`src/balu_defines.svh`:
```
/*
  Constants of the byte arithmetic and logic unit: flag reset value,
  flag update masks, the all-ones byte and the cycle counts.
  Assumes the flag vector order {h, s, v, n, z, c} of balu_flags_t.
*/
`ifndef BALU_DEFINES_SVH
`define BALU_DEFINES_SVH

// flags after reset
`define BALU_FLAGS_RST 6'h00

// which flags an operation class writes, order {h,s,v,n,z,c}
`define BALU_UPD_ARITH 6'h2f
`define BALU_UPD_LOGIC 6'h0e
`define BALU_UPD_COMPL 6'h0f
`define BALU_UPD_WORD 6'h1f

// all-ones byte used by complement and bit clear
`define BALU_ALL_ONES 8'hff
`define BALU_ONE 8'h01
`define BALU_ZERO 8'h00

// clocks per operation
`define BALU_CYC_BYTE 1
`define BALU_CYC_WORD 2

`endif

```
`src/balu_pkg.sv`:
```
/*
  Types of the byte arithmetic and logic unit: operation codes, states,
  flag vector, request and result carriers.
  Assumes the decoder drives a balu_req_t and reads a balu_res_t.
*/
package balu_pkg;

  typedef enum logic [4:0] {
    BALU_ADD = 5'h00,
    BALU_ADD_C = 5'h01,
    BALU_WORD_PLUS_IMM = 5'h02,
    BALU_SUB = 5'h03,
    BALU_DIFFERENCE_IMM = 5'h04,
    BALU_DIFFERENCE_BORROW_IN = 5'h05,
    BALU_DIFFERENCE_BORROW_IMM = 5'h06,
    BALU_WORD_MINUS_IMM = 5'h07,
    BALU_CONJ = 5'h08,
    BALU_CONJ_IMM = 5'h09,
    BALU_DISJ = 5'h0a,
    BALU_DISJ_IMM = 5'h0b,
    BALU_BITWISE_XDISJ = 5'h0c,
    BALU_BIT_INVERT = 5'h0d,
    BALU_SIGN_FLIP = 5'h0e,
    BALU_MASK_SET_BITS = 5'h0f,
    BALU_MASK_CLEAR_BITS = 5'h10,
    BALU_PLUS_ONE = 5'h11,
    BALU_MINUS_ONE = 5'h12,
    BALU_ZERO_SIGN_CHECK = 5'h13
  } balu_op_t;

  typedef enum logic [0:0] {
    BALU_IDLE = 1'b0,
    BALU_WORD_HI = 1'b1
  } balu_state_t;

  typedef struct packed {
    logic h;
    logic s;
    logic v;
    logic n;
    logic z;
    logic c;
  } balu_flags_t;

  typedef struct packed {
    balu_op_t op;
    logic [7:0] dst;
    logic [7:0] dst_hi;
    logic [7:0] src;
    logic [7:0] imm;
  } balu_req_t;

  typedef struct packed {
    logic [7:0] lo;
    logic [7:0] hi;
    logic wide;
  } balu_res_t;

  typedef struct packed {
    logic c;
    logic h;
    logic v;
    logic [7:0] r;
  } balu_ar_t;

endpackage

```
`src/balu.sv`:
```
/*
  Byte arithmetic and logic unit: one request per clock for byte
  operations, two clocks for the word add and subtract with immediate.
  Assumes the decoder holds req stable while req_valid is high and
  req_ready is low, and that the register file writes res.lo (and res.hi
  when res.wide) back in the cycle res_valid is high.
*/
// Summary of operation
// - add and add-with-carry write the sum and set Z,C,N,V,H in one clock.
// - word add of an immediate writes both halves and sets Z,C,N,V,S in two clocks.
// - word subtract of an immediate writes both halves and sets Z,C,N,V,S in two clocks.
// - difference_imm subtracts the immediate, sets Z,C,N,V,H, one clock.
// - subtract and difference_borrow_in subtract source (and carry), Z,C,N,V,H, one clock.
// - difference_borrow_imm subtracts immediate and carry, Z,C,N,V,H, one clock.
// - and with register or immediate sets only Z,N,V in one clock.
// - or with register or immediate and exclusive or with register set Z,N,V in one clock.
// - mask_set_bits sets the masked bits and sets Z,N,V in one clock.
// - mask_clear_bits ands with all-ones minus the mask, Z,N,V, one clock.
// - zero_sign_check keeps the value and sets Z,N,V in one clock.
`include "balu_defines.svh"

module balu (
  input wire logic clk_sys,
  input wire logic resetn,
  input wire logic req_valid,
  output logic req_ready,
  input balu_pkg::balu_req_t req,
  output logic res_valid,
  output balu_pkg::balu_res_t res,
  output balu_pkg::balu_flags_t flags
);

  // shared adder/subtractor with carry out, half carry and overflow
  function automatic balu_pkg::balu_ar_t arith(
    input logic [7:0] a,
    input logic [7:0] b,
    input logic cin,
    input logic sub
  );
    logic [8:0] full;
    logic [4:0] nib;
    balu_pkg::balu_ar_t o;
    if (sub) begin
      full = {1'b0, a} - {1'b0, b} - {8'h00, cin};
      nib = {1'b0, a[3:0]} - {1'b0, b[3:0]} - {4'h0, cin};
      o.v = (a[7] & ~b[7] & ~full[7]) | (~a[7] & b[7] & full[7]);
    end else begin
      full = {1'b0, a} + {1'b0, b} + {8'h00, cin};
      nib = {1'b0, a[3:0]} + {1'b0, b[3:0]} + {4'h0, cin};
      o.v = (a[7] & b[7] & ~full[7]) | (~a[7] & ~b[7] & full[7]);
    end
    o.r = full[7:0];
    o.c = full[8];
    o.h = nib[4];
    return o;
  endfunction

  balu_pkg::balu_state_t state;
  logic take;
  logic is_word;
  logic is_logic;
  logic [7:0] op_a;
  logic [7:0] op_b;
  logic op_cin;
  logic op_sub;
  logic use_ar;
  logic [7:0] lg;
  logic [5:0] upd;
  logic fix_c;
  balu_pkg::balu_ar_t ar;
  logic [7:0] next_lo;
  balu_pkg::balu_flags_t cand;
  balu_pkg::balu_flags_t next_flags;
  logic [7:0] word_lo;
  logic [7:0] word_hi_src;
  logic word_c;
  logic word_sub;
  logic word_lo_zero;
  balu_pkg::balu_ar_t har;
  balu_pkg::balu_flags_t word_flags;

  // no new request while the high half of a word op is pending
  assign req_ready = (state == balu_pkg::BALU_IDLE);
  assign take = req_valid && req_ready;
  assign is_word = (req.op == balu_pkg::BALU_WORD_PLUS_IMM) ||
                   (req.op == balu_pkg::BALU_WORD_MINUS_IMM);

  // logic forms bypass the adder, so half carry stays untouched, and carry too except for the complement
  assign is_logic = req.op inside {balu_pkg::BALU_CONJ, balu_pkg::BALU_CONJ_IMM,
    balu_pkg::BALU_DISJ, balu_pkg::BALU_DISJ_IMM, balu_pkg::BALU_BITWISE_XDISJ,
    balu_pkg::BALU_BIT_INVERT, balu_pkg::BALU_MASK_SET_BITS,
    balu_pkg::BALU_MASK_CLEAR_BITS, balu_pkg::BALU_ZERO_SIGN_CHECK};

  // operand selection per byte operation
  always_comb begin
    op_a = req.dst;
    op_b = req.src;
    op_cin = 1'b0;
    op_sub = 1'b0;
    use_ar = 1'b1;
    lg = req.dst;
    upd = `BALU_UPD_ARITH;
    fix_c = 1'b0;
    case (req.op)
      balu_pkg::BALU_ADD: op_cin = 1'b0;
      balu_pkg::BALU_ADD_C: op_cin = flags.c;
      balu_pkg::BALU_SUB, balu_pkg::BALU_DIFFERENCE_BORROW_IN: begin
        op_sub = 1'b1;
        op_cin = (req.op == balu_pkg::BALU_DIFFERENCE_BORROW_IN) && flags.c;
      end
      balu_pkg::BALU_DIFFERENCE_IMM, balu_pkg::BALU_DIFFERENCE_BORROW_IMM: begin
        op_b = req.imm;
        op_sub = 1'b1;
        op_cin = (req.op == balu_pkg::BALU_DIFFERENCE_BORROW_IMM) && flags.c;
      end
      balu_pkg::BALU_CONJ: lg = req.dst & req.src;
      balu_pkg::BALU_CONJ_IMM: lg = req.dst & req.imm;
      balu_pkg::BALU_DISJ: lg = req.dst | req.src;
      balu_pkg::BALU_DISJ_IMM: lg = req.dst | req.imm;
      balu_pkg::BALU_BITWISE_XDISJ: lg = req.dst ^ req.src;
      balu_pkg::BALU_MASK_SET_BITS: lg = req.dst | req.imm;
      balu_pkg::BALU_MASK_CLEAR_BITS: lg = req.dst & (`BALU_ALL_ONES - req.imm);
      balu_pkg::BALU_ZERO_SIGN_CHECK: lg = req.dst & req.dst;
      balu_pkg::BALU_BIT_INVERT: begin
        lg = `BALU_ALL_ONES - req.dst;
        fix_c = 1'b1;
      end
      balu_pkg::BALU_SIGN_FLIP: begin
        op_a = `BALU_ZERO;
        op_b = req.dst;
        op_sub = 1'b1;
      end
      balu_pkg::BALU_PLUS_ONE, balu_pkg::BALU_MINUS_ONE: begin
        op_b = `BALU_ONE;
        op_sub = (req.op == balu_pkg::BALU_MINUS_ONE);
        upd = `BALU_UPD_LOGIC;
      end
      // word ops take their low half here, flags written later
      balu_pkg::BALU_WORD_PLUS_IMM, balu_pkg::BALU_WORD_MINUS_IMM: begin
        op_b = req.imm;
        op_sub = (req.op == balu_pkg::BALU_WORD_MINUS_IMM);
        upd = 6'h00;
      end
      default: upd = 6'h00;
    endcase
    // logic forms write z, n, v only (plus c for the complement)
    if (is_logic) begin
      use_ar = 1'b0;
      upd = fix_c ? `BALU_UPD_COMPL : `BALU_UPD_LOGIC;
    end
  end

  // candidate flags from the byte result
  always_comb begin
    ar = arith(op_a, op_b, op_cin, op_sub);
    next_lo = use_ar ? ar.r : lg;
    cand.z = (next_lo == `BALU_ZERO);
    cand.n = next_lo[7];
    cand.v = use_ar ? ar.v : 1'b0;
    cand.s = cand.n ^ cand.v;
    cand.h = ar.h;
    cand.c = fix_c | ar.c;
    if (req.op == balu_pkg::BALU_SIGN_FLIP) begin
      // borrow whenever the operand was non zero
      cand.c = (req.dst != `BALU_ZERO);
    end
    next_flags = balu_pkg::balu_flags_t'((cand & upd) | (flags & ~upd));
  end

  // high half of a word op, carry chained from the low half
  always_comb begin
    har = arith(word_hi_src, `BALU_ZERO, word_c, word_sub);
    word_flags.z = word_lo_zero && (har.r == `BALU_ZERO);
    word_flags.n = har.r[7];
    word_flags.v = har.v;
    word_flags.s = har.r[7] ^ har.v;
    word_flags.c = har.c;
    word_flags.h = flags.h;
  end

  // sequencing of the two-clock word ops
  always_ff @(posedge clk_sys or negedge resetn) begin
    if (!resetn) begin
      state <= balu_pkg::BALU_IDLE;
    end else begin
      case (state)
        balu_pkg::BALU_IDLE: begin
          if (take && is_word) begin
            state <= balu_pkg::BALU_WORD_HI;
          end
        end
        balu_pkg::BALU_WORD_HI: begin
          state <= balu_pkg::BALU_IDLE;
        end
        default: begin
          state <= balu_pkg::BALU_IDLE;
        end
      endcase
    end
  end

  // low half and carry kept for the second clock
  always_ff @(posedge clk_sys or negedge resetn) begin
    if (!resetn) begin
      word_lo <= 8'h00;
      word_hi_src <= 8'h00;
      word_c <= 1'b0;
      word_sub <= 1'b0;
      word_lo_zero <= 1'b0;
    end else if (take && is_word) begin
      word_lo <= ar.r;
      word_hi_src <= req.dst_hi;
      word_c <= ar.c;
      word_sub <= op_sub;
      word_lo_zero <= (ar.r == `BALU_ZERO);
    end
  end

  // result register, valid one clock after the last clock of the op
  always_ff @(posedge clk_sys or negedge resetn) begin
    if (!resetn) begin
      res_valid <= 1'b0;
      res <= '0;
    end else if (state == balu_pkg::BALU_WORD_HI) begin
      res_valid <= 1'b1;
      res.lo <= word_lo;
      res.hi <= har.r;
      res.wide <= 1'b1;
    end else if (take && !is_word) begin
      res_valid <= 1'b1;
      res.lo <= next_lo;
      res.hi <= 8'h00;
      res.wide <= 1'b0;
    end else begin
      res_valid <= 1'b0;
    end
  end

  // status flags; untouched bits hold so a later borrow op sees them
  always_ff @(posedge clk_sys or negedge resetn) begin
    if (!resetn) begin
      flags <= balu_pkg::balu_flags_t'(`BALU_FLAGS_RST);
    end else if (state == balu_pkg::BALU_WORD_HI) begin
      flags <= balu_pkg::balu_flags_t'((word_flags & `BALU_UPD_WORD) |
                                       (flags & ~`BALU_UPD_WORD));
    end else if (take) begin
      flags <= next_flags;
    end
  end
endmodule

```
`config.mk`:
```
export PLATFORM = sky130hd
export DESIGN_NAME = balu
export DESIGN_NICKNAME = d
export VERILOG_FILES = /design/src/balu_pkg.sv /design/src/balu.sv
export VERILOG_INCLUDE_DIRS = /design/src /design/src/src
export SDC_FILE = /design/constraint.sdc
export NUM_CORES = 1
export LEC_CHECK = 0
export BUFFER_PORTS_ARGS = -buffer_cell sky130_fd_sc_hd__buf_2
export CAP_MARGIN = 20
export CORE_MARGIN = 2
export CORE_UTILIZATION = 59
export DETAILED_ROUTE_END_ITERATION = 8
export MAX_ROUTING_LAYER = met4
export PLACE_DENSITY_LB_ADDON = 0.08
export SYNTH_ARGS = -nofsm -noshare
export SYNTH_HDL_FRONTEND = slang
export SYNTH_SLANG_ARGS = --single-unit
export TNS_END_PERCENT = 10
```
`constraint.sdc`:
```
create_clock -name clk_sys -period 4.2 [get_ports clk_sys]
set_clock_uncertainty 0.15 [all_clocks]
set_input_delay 0.63 -clock clk_sys [delete_from_list [all_inputs] [get_ports clk_sys]]
set_output_delay 0.63 -clock clk_sys [all_outputs]
set_load 0.05 [all_outputs]
```
== Yosys cells after proc, flatten, opt, wreduce, memory -nomap -nowiden ==
Index checks and enable logic that the tools add are counted.

* Output and inout bits: 25
* Register bits: 44
* Bits in latches: 0
* Memories: 0
* ROM bits: 0
* Memory bits (writable): 0
* Word-level logic and storage cells: 130
* Input bits: 40

* Add/subtract/negate cells: 12
* Bitwise gates (word level): 34
* Shifts and indexed selects: 0
* Div/mod/pow operators: 0
* Equality and inequality tests: 19
* $lt $le $gt $ge: 0
* Multiplexer cells: 25
* Reduce and logical (&&, ||, !) cells: 24
* Multiply operators: 0

{| class="wikitable"
|+ Operator list
! kind !! count
|-
| 8-bit one-hot mux with 8 select lines || 1
|-
| 5-bit by 4-bit equality test with 1-bit output (second input constant) || 8
|-
| 17-bit two-way mux || 2
|-
| 8-bit AND || 4
|-
| 8-bit logical NOT || 3
|-
| 8-bit one-hot mux with 3 select lines || 1
|-
| 5-bit by 3-bit equality test with 1-bit output (second input constant) || 4
|-
| 5-bit equality test (second input constant) || 4
|-
| 6-bit two-way mux || 3
|-
| 9-bit two-way mux || 2
|-
| 8-bit two-way mux || 2
|-
| 8-bit bitwise OR || 2
|-
| 16-bit OR reduction || 1
|-
| 8-bit subtractor (first input constant) || 2
|-
| 6-bit AND || 2
|-
| 6-bit one-hot mux with 2 select lines || 1
|-
| 1-bit AND || 10
|-
| 5-bit by 2-bit equality test with 1-bit output (second input constant) || 2
|-
| 2-bit OR reduction || 5
|-
| 8-bit by 1-bit adder with 9-bit output || 1
|-
| 8-bit by 8-bit adder with 9-bit output || 1
|-
| 9-bit by 1-bit adder with 9-bit output || 1
|-
| 1-bit two-way mux || 9
|-
| 9-bit nonzero test || 1
|-
| other kinds (26) || 42
|}

== Depth between registers and ports, before layout ==
* Depth in word-level cells: 15
* Depth in mapped cells: 20
* Depth with buffers taken out: 19

== Least setup slack after synthesis ==
Ideal clock, no wire load.

* Kind: input -> register
* From: in req[34] (netlist name)
* To: reg (tool-made name)
* Arrival time: 4641 ps
* Slack: -668 ps
* Setup time: 76 ps
* Stages on the path: 18
* Data required time: 3974 ps
* Cell sequence: clkbuf_1 > buf_1 > nand2_1 > a21boi_1 > o21ai_0 > a211o_1 > inv_1 > fa_1 > inv_1 > fa_1 > and3b_1 > or3_1 > xor2_1 > mux2i_2 > a21oi_1 > or4b_1 > or3_1 > o21ai_1

{| class="wikitable"
|+ RTL lines
! what !! RTL line !! source
|-
| start, declared || balu.sv:27 || <nowiki>input balu_pkg::balu_req_t req,</nowiki>
|}

==> reports/metrics.csv <==
metric,value,unit
result of the run,"complete, no violations",
Async SR Flop Fraction,100,%
slew of the pin with the lowest slew margin,955,ps
TritonCTS clock tree,built,
Layout Cell Area excl Fill,5310,um^2
Mean Syn Cell Area,7.92,um^2
r2r worst-path depth,13,
share of final-layout standard cells stronger than drive strength 1,28.5,%
number of enable flip-flop cells after synthesis,0,
post-detailed-route count of antenna-violating nets,0,
top_reg_cell synth,sky130_fd_sc_hd__dfrtp_1,
Max Cap Viol,0,
synthesis-stage register bit count,44,
floorplan row count,31,
Routed Wire Length,13600,um
power density relative to cell area,349,nW/um^2
clock buffer count from CTS,5,
vias in the first global route,4420,
HPWL after detailed placement,10800,um
io pins,65,
largest voltage drop on the vdd net,0.145,mV
number of distinct library cells after synthesis,75,
die area,7940,um^2
cell type of the slowest stage on the worst timing path,sky130_fd_sc_hd__or4b_1,
relative slew slack,36.3,%
maximum number of pins on one net before global-route repair,45,
arrival time reported for the critical path endpoint,4110,ps
gate family responsible for the most delay along the worst path,simple AND/OR/NAND/NOR gates,
register area,1100,um^2
synthesized cell area,4280,um^2
deepest level of the CTS H-tree,2,
minimum setup slack after placement,-218,ps
Critical Path End Type,flip-flop,
first-pass iteration count of the detailed router,5,
DR DRC count,0,
slack of the worst reg-to-reg path,830,ps
final count of hold timing violations,0,
total cell area at the placement stage,5150,um^2
critical path class,in2reg,
number of design-rule violations left by the first detailed-router iteration,286,
clock-pin slew of the registers on the worst-case setup and hold paths,90,ps
post-layout net count,728,
root cell of the clock tree,sky130_fd_sc_hd__clkbuf_8,
worst path cell trace,buf_4 > buf_4 > xor2_2 > nor3b_1 > a211o_1 > inv_1 > fa_2 > inv_1 > fa_2 > and3b_1 > or3_4 > xor2_1 > mux2i_2 > a21oi_2 > or4b_1 > or3_1 > o21ai_1,
starting utilization of the core area,59.9,%
max incr delay on CP,450,ps
number of instances in the synthesized netlist,540,
total gr overflow,0,
syn nets,612,
global-route wire length before repair,21600,um
register area share after synthesis,25.8,%
insertion delay of the later-clocked pin in the worst-skew pair,300,ps
Synthesis Warnings,0,
total number of vias,4681,
crit-path max FO,8,
initial antenna violation count,0,
All-Layer GR Usage,36.1,%
relative area change from synthesis to final layout,24.1,%
end-of-flow core utilization,74.4,%
leakage power,2.56,nW
type of the most critical hold path,in2async,
die width,89.1,um
routability congestion estimate,1.05,
setup repair after global routing missed its margin,true,
endpoints failing setup,0,
total inserted antenna cells,0,
Floorplan Core Area,7140,um^2
mean routed wirelength per cell,18.0,um
final slew viol count,0,
startpoint class of the critical path,primary input,
Num Clock Sinks,44,
achievable clock frequency,0.248,GHz
buffer depth of the longest clock path,2,
Die Y-Extent,89.1,um
number of buffers and inverters on the critical path,4,
total area of multi-input combinational cells,2960,um^2
number of buffers added on ports,64,
total of fill cells in the finished design,576,
final period demand of the worst path,4030,ps
final period utilization,95.9,%
Final WS setup,171,ps
required time of the critical path,4280,ps
Vias/cell,6.19,
-- area by class of cell --
class                      instances  area share (%)
multi-input combinational        429            55.7
sequential                        44            20.7
timing repair buffer             140            16.9
inverter                          36            2.55
tap                               99            2.33
clock buffer                       5            1.30
clock inverter                     3           0.448
-- where the power goes --
part | internal, mW | switching (mW) | total [mW]
registers | 0.520 | 0.0802 | 0.601
logic | 0.386 | 0.596 | 0.981
clock network | 0.118 | 0.154 | 0.272
-- synthesized netlist by cell type (5+ instances only) --
| master | n | share of area, % |
|---|---|---|
| sky130_fd_sc_hd__a211oi_1 | 5 | 0.88 |
| sky130_fd_sc_hd__o211ai_1 | 6 | 1.1 |
| sky130_fd_sc_hd__mux2_2 | 7 | 1.8 |
| sky130_fd_sc_hd__xor2_1 | 15 | 3.1 |
| sky130_fd_sc_hd__nand2b_1 | 5 | 0.73 |
| sky130_fd_sc_hd__nor2_1 | 38 | 3.3 |
| sky130_fd_sc_hd__dfrtp_1 | 44 | 26 |
| sky130_fd_sc_hd__a21oi_1 | 29 | 3.4 |
| sky130_fd_sc_hd__a222oi_1 | 7 | 1.6 |
| sky130_fd_sc_hd__and2_1 | 9 | 1.3 |
| sky130_fd_sc_hd__mux2i_1 | 10 | 2.3 |
| sky130_fd_sc_hd__o31ai_1 | 6 | 1.1 |
| sky130_fd_sc_hd__o32ai_1 | 7 | 1.4 |
| sky130_fd_sc_hd__inv_1 | 33 | 2.9 |
| sky130_fd_sc_hd__nor2b_1 | 10 | 1.5 |
| sky130_fd_sc_hd__xnor2_1 | 6 | 1.2 |
| sky130_fd_sc_hd__clkbuf_1 | 19 | 1.7 |
| sky130_fd_sc_hd__nor3_1 | 11 | 1.3 |
| sky130_fd_sc_hd__o21a_1 | 5 | 0.88 |
| sky130_fd_sc_hd__o21ai_0 | 48 | 5.6 |
| sky130_fd_sc_hd__a31oi_1 | 8 | 1.2 |
| sky130_fd_sc_hd__or3_1 | 8 | 1.2 |
| sky130_fd_sc_hd__nand3_1 | 10 | 1.2 |
| sky130_fd_sc_hd__nand2_1 | 67 | 5.9 |
| sky130_fd_sc_hd__ha_1 | 28 | 8.2 |
| sky130_fd_sc_hd__a21o_1 | 5 | 0.88 |
-- registers in the layout (all words and copies together) (netlist names), named ones only --
| signal | count |
|---|---|
| word_hi_src | 8 |
| word_c | 1 |
| flags | 2 |
| state | 1 |
| res | 17 |
| word_sub | 1 |
| res_valid | 1 |
| word_lo_zero | 1 |
| word_lo | 8 |
-- placed cells by master, fill, tap and decap left out, types with 10 or more instances in the layout --
master                    count
sky130_fd_sc_hd__a21oi_1     28
sky130_fd_sc_hd__buf_2       62
sky130_fd_sc_hd__buf_4       77
sky130_fd_sc_hd__dfrtp_1     44
sky130_fd_sc_hd__ha_1        27
sky130_fd_sc_hd__inv_1       33
sky130_fd_sc_hd__mux2i_1     10
sky130_fd_sc_hd__nand2_1     66
sky130_fd_sc_hd__nand3_1     10
sky130_fd_sc_hd__nor2_1      36
sky130_fd_sc_hd__nor2b_1     10
sky130_fd_sc_hd__nor3_1      11
sky130_fd_sc_hd__o21ai_0     46
sky130_fd_sc_hd__xor2_1      15
-- worst max path at each step --
stage | startpoint | end | cells past startpoint
6_report | req[33] | flip-flop | 17
2_1_floorplan | req[33] | flip-flop | 18
4_1_cts | req[32] | flip-flop | 20
3_5_place_dp | req[32] | flip-flop | 20
5_1_grt | req[33] | flip-flop | 21
3_3_place_gp | req[32] | flip-flop | 16
-- per-stage QoR --
stage | hold slack (ps) | cells | power (mW) | setup TNS [ps]
after global routing | 351 | 756 | 1.97 | -111
after floorplan | 184 | 540 | 1.20 | -263
final | 315 | 756 | 1.85 | 0
after global placement | 300 | 747 | 1.53 | -355
after CTS | 330 | 755 | 1.83 | 0
after detailed placement | 310 | 747 | 1.56 | -1060
-- logic make-up after synthesis --
logic type,after synthesis,share of synthesized area (%)
and+or+nand+nor,193,22.5
AOI/OAI and AO/OA,164,25.6
buffers and inverters,67,6.85
xor gates and xnor gates,22,4.68
muxes,18,4.51
adders and majority gates,32,10.1
DFF,44,25.8
-- repair_timing --
action                                  4_1_cts  5_1_grt
hold buffers                                  0        0
buffers inserted                              0        1
gates resized for setup                       0       17
endpoints found under the setup margin        0        6
hold endpoints to repair                      0        0
-- metal layers --
layer	up-vias	global-route usage, %	part of all wire (%)
li1	2182	-	-
met1	2242	42.2	38
met2	213	61.8	51
met3	44	4.89	6.7
met4	0	15.7	3.9
met5	-	-	0
No activity file was read; power rests on OpenSTA's default activity.
